$ cat src/design/irq_defs.vh
// Register indices, field positions, reset values and codes of the pin interrupt block.
//
// What this block does
// Sensed edge or change on line 0 sets flag.
// Line-0 flag with both enables requests vector.
// Core vector acknowledge clears matching flag.
// Writing one to a flag clears it.
// Low-level sensing keeps line-0 flag cleared.
// Group-1 enable gates lines 8 to 11.
// Group-0 enable gates lines 0 to 7.
// Change on lines 8 to 11 sets group-1 flag.
// Change on lines 0 to 7 sets group-0 flag.
// Group-1 flag with both enables requests vector.
// Group-0 flag with both enables requests vector.
// Low mask bits gate lines 0 to 7.
// High mask bits 0-3 gate lines 8-11.
// Sense codes: low, any, falling, rising.
// Pin changes detected without any I/O clock.
// Line-0 enable needs its mask and global enable.
// Zero writes and unused bits have no effect.
// Set beats clear in the same cycle.
`ifndef IRQ_DEFS_VH
`define IRQ_DEFS_VH

// Register indices; the byte address is four times the index.
`define IDX_PINCHG_MASK_LOW 6'h0F
`define IDX_PINCHG_MASK_HIGH 6'h10
`define IDX_PINCHG_FLAGS 6'h11
`define IDX_PINCHG_CONTROL 6'h12
`define IDX_EXT_MASK 6'h13
`define IDX_EXT_FLAGS 6'h14
`define IDX_EXT_SENSE 6'h15
`define IDX_GLOBAL_ENABLE 6'h16
`define IDX_IRQ_STATUS 6'h17
`define IDX_IRQ_ENABLE 6'h18
`define IDX_IRQ_CLEAR 6'h19

// Field positions.
`define BIT_GROUP0 0
`define BIT_GROUP1 1
`define BIT_LINE0 0
`define BIT_EVT_LINE0 0
`define BIT_EVT_GROUP0 1
`define BIT_EVT_GROUP1 2

// Reset value shared by every register.
`define REG_RESET 8'h00

// Sense codes for line 0.
`define SENSE_LOW 2'h0
`define SENSE_ANY 2'h1
`define SENSE_FALL 2'h2
`define SENSE_RISE 2'h3

// Bus responses.
`define RESP_OKAY 2'h0
`define RESP_SLVERR 2'h2

`endif

$ cat src/design/pin_sync.v
// Two-stage synchroniser for a group of asynchronous interrupt pins.
`timescale 1ns/1ps

module pin_sync #(
  parameter WIDTH = 13
) (
  input wire aclk,
  input wire aresetn,
  input wire [WIDTH-1:0] pins,
  output wire [WIDTH-1:0] pins_sync
);

  reg [WIDTH-1:0] meta_q;
  reg [WIDTH-1:0] sync_q;

  // Each pin gets its own pair of flops; only the second stage is read outside.
  genvar i;
  generate
    for (i = 0; i < WIDTH; i = i + 1) begin : g_bit
      always @(posedge aclk) begin
        if (!aresetn) begin
          meta_q[i] <= 1'b0;
          sync_q[i] <= 1'b0;
        end else begin
          meta_q[i] <= pins[i];
          sync_q[i] <= meta_q[i];
        end
      end
    end
  endgenerate

  assign pins_sync = sync_q;

endmodule

$ cat src/design/pin_irq_ctrl.v
// External line 0 and pin-change interrupt flags with an AXI4-Lite register slave.
`timescale 1ns/1ps
`include "irq_defs.vh"

module pin_irq_ctrl #(
  parameter ADDR_WIDTH = 8
) (
  input wire aclk,
  input wire aresetn,
  // AXI4-Lite write address channel.
  input wire [ADDR_WIDTH-1:0] awaddr,
  input wire [2:0] awprot,
  input wire awvalid,
  output reg awready,
  // AXI4-Lite write data channel.
  input wire [31:0] wdata,
  input wire [3:0] wstrb,
  input wire wvalid,
  output reg wready,
  // AXI4-Lite write response channel.
  output reg [1:0] bresp,
  output reg bvalid,
  input wire bready,
  // AXI4-Lite read address channel.
  input wire [ADDR_WIDTH-1:0] araddr,
  input wire [2:0] arprot,
  input wire arvalid,
  output reg arready,
  // AXI4-Lite read data channel.
  output reg [31:0] rdata,
  output reg [1:0] rresp,
  output reg rvalid,
  input wire rready,
  // Interrupt pins, asynchronous to aclk.
  input wire ext_line0,
  input wire [7:0] pinchg_lines_low,
  input wire [3:0] pinchg_lines_high,
  // Vector acknowledges from the core, one-cycle pulses on aclk.
  input wire ext_line0_ack,
  input wire pinchg_group0_ack,
  input wire pinchg_group1_ack,
  // Vector requests toward the core.
  output reg ext_line0_vector,
  output reg pinchg_group0_vector,
  output reg pinchg_group1_vector,
  // Summary interrupt for the bus-side status register.
  output reg irq
);

  // Maps a byte address onto a word index; addresses beyond the index width are unmapped.
  function [6:0] reg_index;
    input [ADDR_WIDTH-1:0] addr;
    reg [ADDR_WIDTH-1:0] word;
    begin
      word = addr >> 2;
      if (word > {{(ADDR_WIDTH-6){1'b0}}, 6'h3F}) begin
        reg_index = 7'h7F;
      end else begin
        reg_index = {1'b0, word[5:0]};
      end
    end
  endfunction

  // True when a word index names a register of this block.
  function is_mapped;
    input [6:0] idx;
    begin
      is_mapped = (idx >= {1'b0, `IDX_PINCHG_MASK_LOW}) &&
                  (idx <= {1'b0, `IDX_IRQ_CLEAR});
    end
  endfunction

  // Software-visible registers.
  reg [7:0] pinchg_mask_low;
  reg [3:0] pinchg_mask_high;
  reg [1:0] pinchg_control_reg;
  reg ext_irq_mask_reg;
  reg [1:0] ext_line0_sense;
  reg global_enable_q;
  reg [2:0] irq_enable_q;

  // Hardware-set flags.
  reg pinchg_group0_flag;
  reg pinchg_group1_flag;
  reg ext_line0_flag;
  reg [2:0] irq_status_q;

  // Pin history for edge and change detection.
  reg [12:0] pins_prev_q;
  reg primed_q;
  wire [12:0] pins_now;

  // Write channel holding state.
  reg aw_have_q;
  reg w_have_q;
  reg [ADDR_WIDTH-1:0] aw_addr_q;
  reg [31:0] w_data_q;
  reg [3:0] w_strb_q;

  // Combinational decode of the write that completes this cycle.
  reg wr_fire;
  reg [6:0] wr_idx;
  reg wr_lane0;
  reg [7:0] wr_byte;

  // Event terms.
  reg ext_evt;
  reg group0_evt;
  reg group1_evt;
  reg [11:0] line_change;
  reg [2:0] evt_vec;
  reg [2:0] status_clr;

  // Next-state terms.
  reg pinchg_group0_flag_d;
  reg pinchg_group1_flag_d;
  reg ext_line0_flag_d;
  reg ext_req_d;
  reg [7:0] rd_byte;

  // The pins are sampled on aclk only, so no gated I/O clock is needed to see a change.
  pin_sync #(
    .WIDTH(13)
  ) u_sync (
    .aclk(aclk),
    .aresetn(aresetn),
    .pins({pinchg_lines_high, pinchg_lines_low, ext_line0}),
    .pins_sync(pins_now)
  );

  // Keep the previous synchronised sample; primed_q masks events only in the first cycle after reset, before the synchroniser output can change.
  always @(posedge aclk) begin
    if (!aresetn) begin
      pins_prev_q <= 13'h0000;
      primed_q <= 1'b0;
    end else begin
      pins_prev_q <= pins_now;
      primed_q <= 1'b1;
    end
  end

  // Event detection on line 0 and on the two masked pin-change groups.
  always @* begin
    line_change = pins_now[12:1] ^ pins_prev_q[12:1];
    case (ext_line0_sense)
      `SENSE_ANY: ext_evt = pins_now[0] ^ pins_prev_q[0];
      `SENSE_FALL: ext_evt = ~pins_now[0] & pins_prev_q[0];
      `SENSE_RISE: ext_evt = pins_now[0] & ~pins_prev_q[0];
      default: ext_evt = 1'b0;
    endcase
    ext_evt = ext_evt & primed_q;
    group0_evt = primed_q & |(line_change[7:0] & pinchg_mask_low);
    group1_evt = primed_q & |(line_change[11:8] & pinchg_mask_high);
    evt_vec = 3'h0;
    evt_vec[`BIT_EVT_LINE0] = ext_evt;
    evt_vec[`BIT_EVT_GROUP0] = group0_evt;
    evt_vec[`BIT_EVT_GROUP1] = group1_evt;
  end

  // A write lands once, at the edge that raises bvalid, so a W1C write never clears twice.
  always @* begin
    wr_fire = aw_have_q & w_have_q & ~bvalid;
    wr_idx = reg_index(aw_addr_q);
    wr_lane0 = w_strb_q[0];
    wr_byte = w_data_q[7:0];
  end

  // Flag next values: a hardware set in the same cycle overrides any clear.
  always @* begin
    pinchg_group0_flag_d = pinchg_group0_flag;
    pinchg_group1_flag_d = pinchg_group1_flag;
    ext_line0_flag_d = ext_line0_flag;
    status_clr = 3'h0;
    if (pinchg_group0_ack) begin
      pinchg_group0_flag_d = 1'b0;
    end
    if (pinchg_group1_ack) begin
      pinchg_group1_flag_d = 1'b0;
    end
    if (ext_line0_ack) begin
      ext_line0_flag_d = 1'b0;
    end
    // Writing zero leaves a flag alone; only ones clear.
    if (wr_fire && wr_lane0) begin
      if (wr_idx == {1'b0, `IDX_PINCHG_FLAGS}) begin
        if (wr_byte[`BIT_GROUP0]) begin
          pinchg_group0_flag_d = 1'b0;
        end
        if (wr_byte[`BIT_GROUP1]) begin
          pinchg_group1_flag_d = 1'b0;
        end
      end
      if (wr_idx == {1'b0, `IDX_EXT_FLAGS} && wr_byte[`BIT_LINE0]) begin
        ext_line0_flag_d = 1'b0;
      end
      if (wr_idx == {1'b0, `IDX_IRQ_CLEAR}) begin
        status_clr = wr_byte[2:0];
      end
    end
    if (group0_evt) begin
      pinchg_group0_flag_d = 1'b1;
    end
    if (group1_evt) begin
      pinchg_group1_flag_d = 1'b1;
    end
    if (ext_evt) begin
      ext_line0_flag_d = 1'b1;
    end
    // Level sensing never leaves a flag behind; the pin itself carries the request.
    if (ext_line0_sense == `SENSE_LOW) begin
      ext_line0_flag_d = 1'b0;
    end
  end

  // In level mode the request follows the pin low level instead of the flag.
  always @* begin
    if (ext_line0_sense == `SENSE_LOW) begin
      ext_req_d = ~pins_now[0] & primed_q;
    end else begin
      ext_req_d = ext_line0_flag;
    end
    ext_req_d = ext_req_d & ext_irq_mask_reg & global_enable_q;
  end

  // Flags, status and the vector requests; all requests come from flops.
  always @(posedge aclk) begin
    if (!aresetn) begin
      pinchg_group0_flag <= 1'b0;
      pinchg_group1_flag <= 1'b0;
      ext_line0_flag <= 1'b0;
      irq_status_q <= 3'h0;
      ext_line0_vector <= 1'b0;
      pinchg_group0_vector <= 1'b0;
      pinchg_group1_vector <= 1'b0;
      irq <= 1'b0;
    end else begin
      pinchg_group0_flag <= pinchg_group0_flag_d;
      pinchg_group1_flag <= pinchg_group1_flag_d;
      ext_line0_flag <= ext_line0_flag_d;
      irq_status_q <= (irq_status_q & ~status_clr) | evt_vec;
      ext_line0_vector <= ext_req_d;
      pinchg_group0_vector <= pinchg_group0_flag &
                              pinchg_control_reg[`BIT_GROUP0] & global_enable_q;
      pinchg_group1_vector <= pinchg_group1_flag &
                              pinchg_control_reg[`BIT_GROUP1] & global_enable_q;
      irq <= |(irq_status_q & irq_enable_q);
    end
  end

  // Control registers; bits beyond each field are dropped on write.
  always @(posedge aclk) begin
    if (!aresetn) begin
      pinchg_mask_low <= `REG_RESET;
      pinchg_mask_high <= 4'h0;
      pinchg_control_reg <= 2'h0;
      ext_irq_mask_reg <= 1'b0;
      ext_line0_sense <= `SENSE_LOW;
      global_enable_q <= 1'b0;
      irq_enable_q <= 3'h0;
    end else if (wr_fire && wr_lane0) begin
      case (wr_idx)
        {1'b0, `IDX_PINCHG_MASK_LOW}: pinchg_mask_low <= wr_byte;
        {1'b0, `IDX_PINCHG_MASK_HIGH}: pinchg_mask_high <= wr_byte[3:0];
        {1'b0, `IDX_PINCHG_CONTROL}: pinchg_control_reg <= wr_byte[1:0];
        {1'b0, `IDX_EXT_MASK}: ext_irq_mask_reg <= wr_byte[`BIT_LINE0];
        {1'b0, `IDX_EXT_SENSE}: ext_line0_sense <= wr_byte[1:0];
        {1'b0, `IDX_GLOBAL_ENABLE}: global_enable_q <= wr_byte[0];
        {1'b0, `IDX_IRQ_ENABLE}: irq_enable_q <= wr_byte[2:0];
        default: ;
      endcase
    end
  end

  // Write channel: address and data may arrive in either order and are held until used.
  always @(posedge aclk) begin
    if (!aresetn) begin
      aw_have_q <= 1'b0;
      w_have_q <= 1'b0;
      aw_addr_q <= {ADDR_WIDTH{1'b0}};
      w_data_q <= 32'h00000000;
      w_strb_q <= 4'h0;
      awready <= 1'b0;
      wready <= 1'b0;
      bvalid <= 1'b0;
      bresp <= `RESP_OKAY;
    end else begin
      if (awvalid && awready) begin
        aw_have_q <= 1'b1;
        aw_addr_q <= awaddr;
      end
      if (wvalid && wready) begin
        w_have_q <= 1'b1;
        w_data_q <= wdata;
        w_strb_q <= wstrb;
      end
      if (bvalid && bready) begin
        bvalid <= 1'b0;
      end
      // Ready is offered one cycle ahead so a handshake lands on a registered ready.
      awready <= ~aw_have_q & ~(awvalid & awready) & ~bvalid;
      wready <= ~w_have_q & ~(wvalid & wready) & ~bvalid;
      if (aw_have_q && w_have_q && !bvalid) begin
        aw_have_q <= 1'b0;
        w_have_q <= 1'b0;
        bvalid <= 1'b1;
        bresp <= is_mapped(wr_idx) ? `RESP_OKAY : `RESP_SLVERR;
        awready <= 1'b0;
        wready <= 1'b0;
      end
    end
  end

  // Read mux; unused bits and the write-only clear register read as zero.
  always @* begin
    case (reg_index(araddr))
      {1'b0, `IDX_PINCHG_MASK_LOW}: rd_byte = pinchg_mask_low;
      {1'b0, `IDX_PINCHG_MASK_HIGH}: rd_byte = {4'h0, pinchg_mask_high};
      {1'b0, `IDX_PINCHG_FLAGS}: rd_byte = {6'h00, pinchg_group1_flag, pinchg_group0_flag};
      {1'b0, `IDX_PINCHG_CONTROL}: rd_byte = {6'h00, pinchg_control_reg};
      {1'b0, `IDX_EXT_MASK}: rd_byte = {7'h00, ext_irq_mask_reg};
      {1'b0, `IDX_EXT_FLAGS}: rd_byte = {7'h00, ext_line0_flag};
      {1'b0, `IDX_EXT_SENSE}: rd_byte = {6'h00, ext_line0_sense};
      {1'b0, `IDX_GLOBAL_ENABLE}: rd_byte = {7'h00, global_enable_q};
      {1'b0, `IDX_IRQ_STATUS}: rd_byte = {5'h00, irq_status_q};
      {1'b0, `IDX_IRQ_ENABLE}: rd_byte = {5'h00, irq_enable_q};
      default: rd_byte = 8'h00;
    endcase
  end

  // Read channel: one read at a time, data registered at the address handshake.
  always @(posedge aclk) begin
    if (!aresetn) begin
      arready <= 1'b0;
      rvalid <= 1'b0;
      rdata <= 32'h00000000;
      rresp <= `RESP_OKAY;
    end else begin
      if (arvalid && arready) begin
        arready <= 1'b0;
        rvalid <= 1'b1;
        rdata <= {24'h000000, rd_byte};
        rresp <= is_mapped(reg_index(araddr)) ? `RESP_OKAY : `RESP_SLVERR;
      end else if (rvalid && rready) begin
        rvalid <= 1'b0;
        arready <= 1'b1;
      end else begin
        arready <= ~rvalid;
      end
    end
  end

endmodule

$ cat config.mk
export PLATFORM = sky130hd
export DESIGN_NAME = pin_irq_ctrl
export DESIGN_NICKNAME = d
export VERILOG_FILES = /design/src/design/pin_sync.v /design/src/design/pin_irq_ctrl.v
export VERILOG_INCLUDE_DIRS = /design/src /design/src/design
export SDC_FILE = /design/constraint.sdc
export NUM_CORES = 1
export LEC_CHECK = 0
export BUFFER_PORTS_ARGS = -buffer_cell sky130_fd_sc_hd__buf_2
export CORE_MARGIN = 1
export CORE_UTILIZATION = 45
export DETAILED_ROUTE_END_ITERATION = 10
export GPL_ROUTABILITY_DRIVEN = 0
export GPL_TIMING_DRIVEN = 0
export PLACE_DENSITY = 0.73
export REMOVE_ABC_BUFFERS = 1
export SKIP_LAST_GASP = 1
export SLEW_MARGIN = 20
export SYNTH_ARGS = -nofsm -noshare
export SYNTH_HDL_FRONTEND = slang
export SYNTH_SLANG_ARGS = --single-unit
$ cat constraint.sdc
create_clock -name aclk -period 1.7 [get_ports aclk]
set_input_delay 0.085 -clock aclk [delete_from_list [all_inputs] [get_ports aclk]]
set_output_delay 0.085 -clock aclk [all_outputs]
set_load 0.005 [all_outputs]
### Yosys cells after proc, flatten, opt, wreduce, memory -nomap -nowiden

Cells that the tools add are included.

| storage, ports and cells | value |
|---|---|
| logic and storage cells | 181 |
| bits in registers | 107 |
| bits of input ports | 81 |
| output and inout bits | 45 |

| cells by class | value |
|---|---|
| mux-type cells | 31 |
| reduce and logical (&&, ||, !) cells | 28 |
| magnitude comparators | 6 |
| equality and inequality tests | 23 |
| bitwise logic cells | 37 |

Operators by type and width:

| operator | count |
|---|---|
| == test 7 x 5 -> 1 bit (second input constant) | 18 |
| one-hot mux 8 bit (10 select lines) | 1 |
| 2-to-1 mux 7 bit | 4 |
| 2-to-1 mux 1 bit | 21 |
| bitwise AND 1 bit | 20 |
| == test 7 x 4 -> 1 bit (second input constant) | 2 |
| greater-or-equal comparator 7 x 4 -> 1 bit (second input constant) | 2 |
| <= comparator 7 x 5 -> 1 bit (second input constant) | 2 |
| AND reduction 2 bit | 7 |
| greater-than comparator 6 bit (second input constant) | 2 |
| bitwise XOR 12 bit | 1 |
| logical AND 1 bit | 11 |
| inverter 1 bit | 9 |
| bitwise AND 8 bit | 1 |
| OR reduction 8 bit | 1 |
| bitwise AND 3 bit | 2 |
| 2-to-1 mux 3 bit | 2 |
| OR reduction 2 bit | 3 |
| bitwise AND 4 bit | 1 |
| == test 2 bit (second input constant) | 2 |
| 2-to-1 mux 2 bit | 2 |
| nonzero test 2 bit | 2 |
| OR reduction 4 bit | 1 |
| inverter 3 bit | 1 |
| other kinds (7) | 7 |

### Longest topological paths before layout

| depth | value |
|---|---|
| depth after elaboration | 8 |
| mapped depth | 7 |

### Hierarchy

A second synthesis with hierarchy kept.

| unflattened totals | value |
|---|---|
| cell total of the unflattened synthesis | 446 |
| area, all modules | 4,337.9 µm² |

Modules (own cells, without submodules):

| module | times used | cells each | sequential area each (µm²) | area each (µm²) |
|---|---|---|---|---|
| pin_irq_ctrl | 1 | 392 | 1,541.5 | 3,607.2 |
| pin_sync | 1 | 54 | 520.5 | 730.7 |

### Least setup slack after synthesis

No wires, ideal clock.

| timing | value |
|---|---|
| path type | reg2reg |
| start | register bvalid |
| end | register pinchg_control_reg[1] |
| data arrival time | 1.329 ns |
| path buffers | 0 |
| period minus slack after synthesis | 1.445 ns |
| setup slack | 0.255 ns |
| stages on the path, launching flop included | 6 |
| cell sequence | dfxtp_1 -> and3b_2 -> nand3_4 -> or3_4 -> mux2i_1 -> nor2b_1 |

| on the way | value |
|---|---|
| word-level cells in the longest chain between the ends | 4 |

Ends and longest elaborated chain:

| item | line | source |
|---|---|---|
| from (decl) | pin_irq_ctrl.v:22 | `output reg bvalid,` |
| from (signal assigned) | pin_irq_ctrl.v:284 | `bvalid <= 1'b0;` |
| from (signal assigned) | pin_irq_ctrl.v:297 | `bvalid <= 1'b0;` |
| from (signal assigned) | pin_irq_ctrl.v:305 | `bvalid <= 1'b1;` |
| inverter 1 bit | pin_irq_ctrl.v:162 | `wr_fire = aw_have_q & w_have_q & ~bvalid;` |
| bitwise AND 1 bit | pin_irq_ctrl.v:162 |  |
| logical AND 1 bit | pin_irq_ctrl.v:260 | `end else if (wr_fire && wr_lane0) begin` |
| AND reduction 2 bit (no source line) | - |  |
| to (signal assigned) | pin_irq_ctrl.v:264 | `` {1'b0, `IDX_PINCHG_CONTROL}: pinchg_control_reg <= wr_byte[1:0]; `` |
| to (decl) | pin_irq_ctrl.v:76 | `reg [1:0] pinchg_control_reg;` |

No other way between the ends.
A chain may end at the register's enable or synchronous reset.

### Worst setup path after layout

| timing | value |
|---|---|
| start | register bvalid |
| end | register pinchg_control_reg[0] |

Same word-level chain as after synthesis.

==> qor.csv <==
stage,metric,value,unit
die,initial core utilization,46.5,%
hold_path,Hold Crit Class,input pin to register,
run,Max-Cap Viols,0,
power_and_ir_drop,PwrDens,876,nW/µm²
route,Starting DRT DRC Count,101,
layout,# diodes,0,
timing,Final Hold Fails,1,
route,"wirelength, routed",8300,µm
placement,pre-CTS WS,17.1,ps
clock_tree,total setup buffers inserted after CTS,0,
route,WL/cell,12.8,µm
synth,Post-Syn Instances,438,
route,post-route ant nets,0,
clock_tree,Worst-path clk slew,100,ps
clock_tree,CTS buffer count,9,
global_route,pin count of the biggest net entering global routing,106,
layout,# nets final,598,
layout,fraction of layout cells with a size suffix above 1,18.8,%
die,CORE AREA,9240,µm²
synth,leading area contributor after synthesis,dfxtp_1,
synth,Synth Area per Inst,9.80,µm²
power_and_ir_drop,peak supply drop,0.364,mV
timing,Final Slew Violations,0,
synth,area fraction of the dominant cell type after synthesis,48.0,%
die,Die ar.,9940,µm²
setup_path,CP Class,register to register,
timing,minimum clock period after layout,1560,ps
die,num rows,35,
timing,endpoints failing setup,0,
global_route,Tot GR Track Use,17.8,%
outcome,status,finished with violations,
timing,Final period util,91.7,%
clock_tree,H-tree levels,3,
timing,unrepaired setup endpoints after global routing,false,
global_route,first-pass GRT wire length,14200,µm
route,via count,3201,
timing,Setup WS post-layout,142,ps
setup_path,Worst Path Arrival,1820,ps
clock_tree,Worst-Skew Late Latency,360,ps
layout,synth-to-layout area growth,17.5,%
route,Pre-antenna DRT Iters,4,
synth,Post-synth top flop,dfxtp_1,
synth,Synth area leaders,"dfxtp_1 (48%), and2_1 (6.1%), a21boi_0 (4.9%), buf_4 (4.7%), mux2i_1 (4.7%)",
clock_tree,clk root buf,clkbuf_8,
clock_tree,Clock Path Buffers,2,
synth,asr flop ratio synth,0,%
global_route,antenna violations before repair,0,
synth,"Warnings, synthesis",0,
route,vias per cell,4.93,
placement,DPL Wire Length,5540,µm
timing,Max Fclk,642,MHz
global_route,vias in the first global route,3022,
die,Die Ht,99.7,µm
clock_tree,clk sink count,103,
clock_tree,CTS tree,built,
synth,"Distinct cells, synth",52,
setup_path,WP data required,1960,ps
route,# DRC,0,
synth,sequential share of the synthesized area,48.0,%
setup_path,critical path launch point type,register,
layout,post-layout util,54.6,%
power_and_ir_drop,P_leak,0.00203,µW
placement,count of buffers from port buffering,62,
synth,"flops & latches, synth",103,
die,IO Pins,126,
global_route,grt total ovfl,0,
die,Die X,99.7,µm
setup_path,CP max FO,7,
timing,Hold WS,-0.907,ps
setup_path,Critical Path End Type,register,
outcome,failing checks,negative hold slack,
synth,Netlist Area Pre-Place,4290,µm²
timing,Worst-Margin Slew,800,ps
timing,slew margin rel.,46.7,%
timing,Clock Skews,11.3,ps
synth,"EDFF count, synth",0,
[path summary, 6_finish.rpt]
| path | startpoint | end | slack [ps] | depth (start not counted) |
|---|---|---|---|---|
| max reg2reg | bvalid | pinchg_control_reg[0] | 140 | 5 |
| min | wdata[2] | w_data_q[2] | -0.9 | 3 |
| max | bvalid | pinchg_control_reg[0] | 140 | 5 |
| min reg2reg | u_sync.meta_q[8] | u_sync.pins_sync[8] | 440 | 1 |
[stage by stage]
step                area, µm²  total power, µW  cells  TNS (ps)  hold slack (ps)
floorplan                4090             2730    416         0              113
global placement         4560             2860    607      -342              292
detailed placement       4570             2870    607         0              295
CTS                      5040             4450    649         0             1.48
global route             5050             4630    649         0             4.36
finish                   5050             4420    649         0           -0.907
[routing by layer]
layer | GRT usage [%] | vias to the layer above | routed length, µm
li1 | - | 1598 | -
met1 | 23.6 | 1503 | 4010
met2 | 29.3 | 86 | 3860
met3 | 2.74 | 14 | 308
met4 | 6.22 | 0 | 124
met5 | 0 | - | 0
[logic make-up (layout without fill, tap and decap cells)]
| family | count (synthesis) | after routing | share of synthesized area (%) |
|---|---|---|---|
| AO/OA/AOI/OAI | 70 | 70 | 11.5 |
| XOR/XNOR | 12 | 12 | 2.45 |
| adder cells (fa/ha/maj) | 2 | 2 | 0.583 |
| buffers and inverters | 52 | 109 | 7.31 |
| flip-flops | 103 | 103 | 48.0 |
| multiplexers | 22 | 22 | 5.80 |
| other | 1 | 26 | 0.0873 |
| AND/OR/NAND/NOR | 176 | 176 | 24.2 |
[worst max-delay path, cell delays in order (launching register included)]
cell	delay, ps
dfxtp_1	360
and3b_2	300
nand3_4	130
or3_4	440
mux2i_1	160
nor2b_1	60
[power breakdown]
group	internal [µW]	switching [µW]	total, µW
sequential	2480	56.0	2540
clock	725	832	1560
combinational	164	159	323
total	3370	1050	4420
[cells in the final DEF (no fill, tap or decap), types with 4 or more instances in the layout]
| cell | netlist | routed |
|---|---|---|
| nor3_1 | 4 | 4 |
| a21oi_1 | 7 | 7 |
| dlygate4sd3_1 | 0 | 26 |
| buf_2 | 1 | 61 |
| a22oi_1 | 8 | 8 |
| a21boi_0 | 28 | 28 |
| nor2_1 | 13 | 12 |
| conb_1 | 1 | 26 |
| nand3b_1 | 4 | 4 |
| nand2_1 | 45 | 45 |
| nor2b_1 | 21 | 21 |
| mux2i_1 | 20 | 20 |
| and2_1 | 42 | 42 |
| clkbuf_8 | 0 | 10 |
| nand3_1 | 19 | 19 |
| dfxtp_1 | 103 | 101 |
| nand2b_1 | 4 | 4 |
| inv_1 | 5 | 5 |
| xor2_1 | 12 | 12 |
| o21ai_0 | 14 | 14 |
[synth_stat cells (all sizes together), types with 7 or more instances]
master  number
a21boi      28
a21oi        7
a22oi        8
and2        42
buf         30
clkbuf      17
dfxtp      103
mux2i       20
nand2       45
nand3       20
nor2        13
nor2b       21
nor3         7
o21ai       14
xor2        12
[cell type report]
class / instances / area, µm²
clock buffer: 10 / 138
sequential: 103 / 2060
multi-input combinational: 308 / 2020
inverter: 5 / 18.8
tap: 129 / 161
clock inverter: 6 / 70.1
timing repair buffer: 88 / 573
fill: 836 / 4190
[timing repair]
action / CTS / global route
hold buffers: 26 / 0
gates cloned: 0 / 0
resized for setup: 1 / 4
endpoints found under the hold margin: 26 / 0
setup endpoints to repair: 8 / 2
Power figures use the tool's default switching activity.
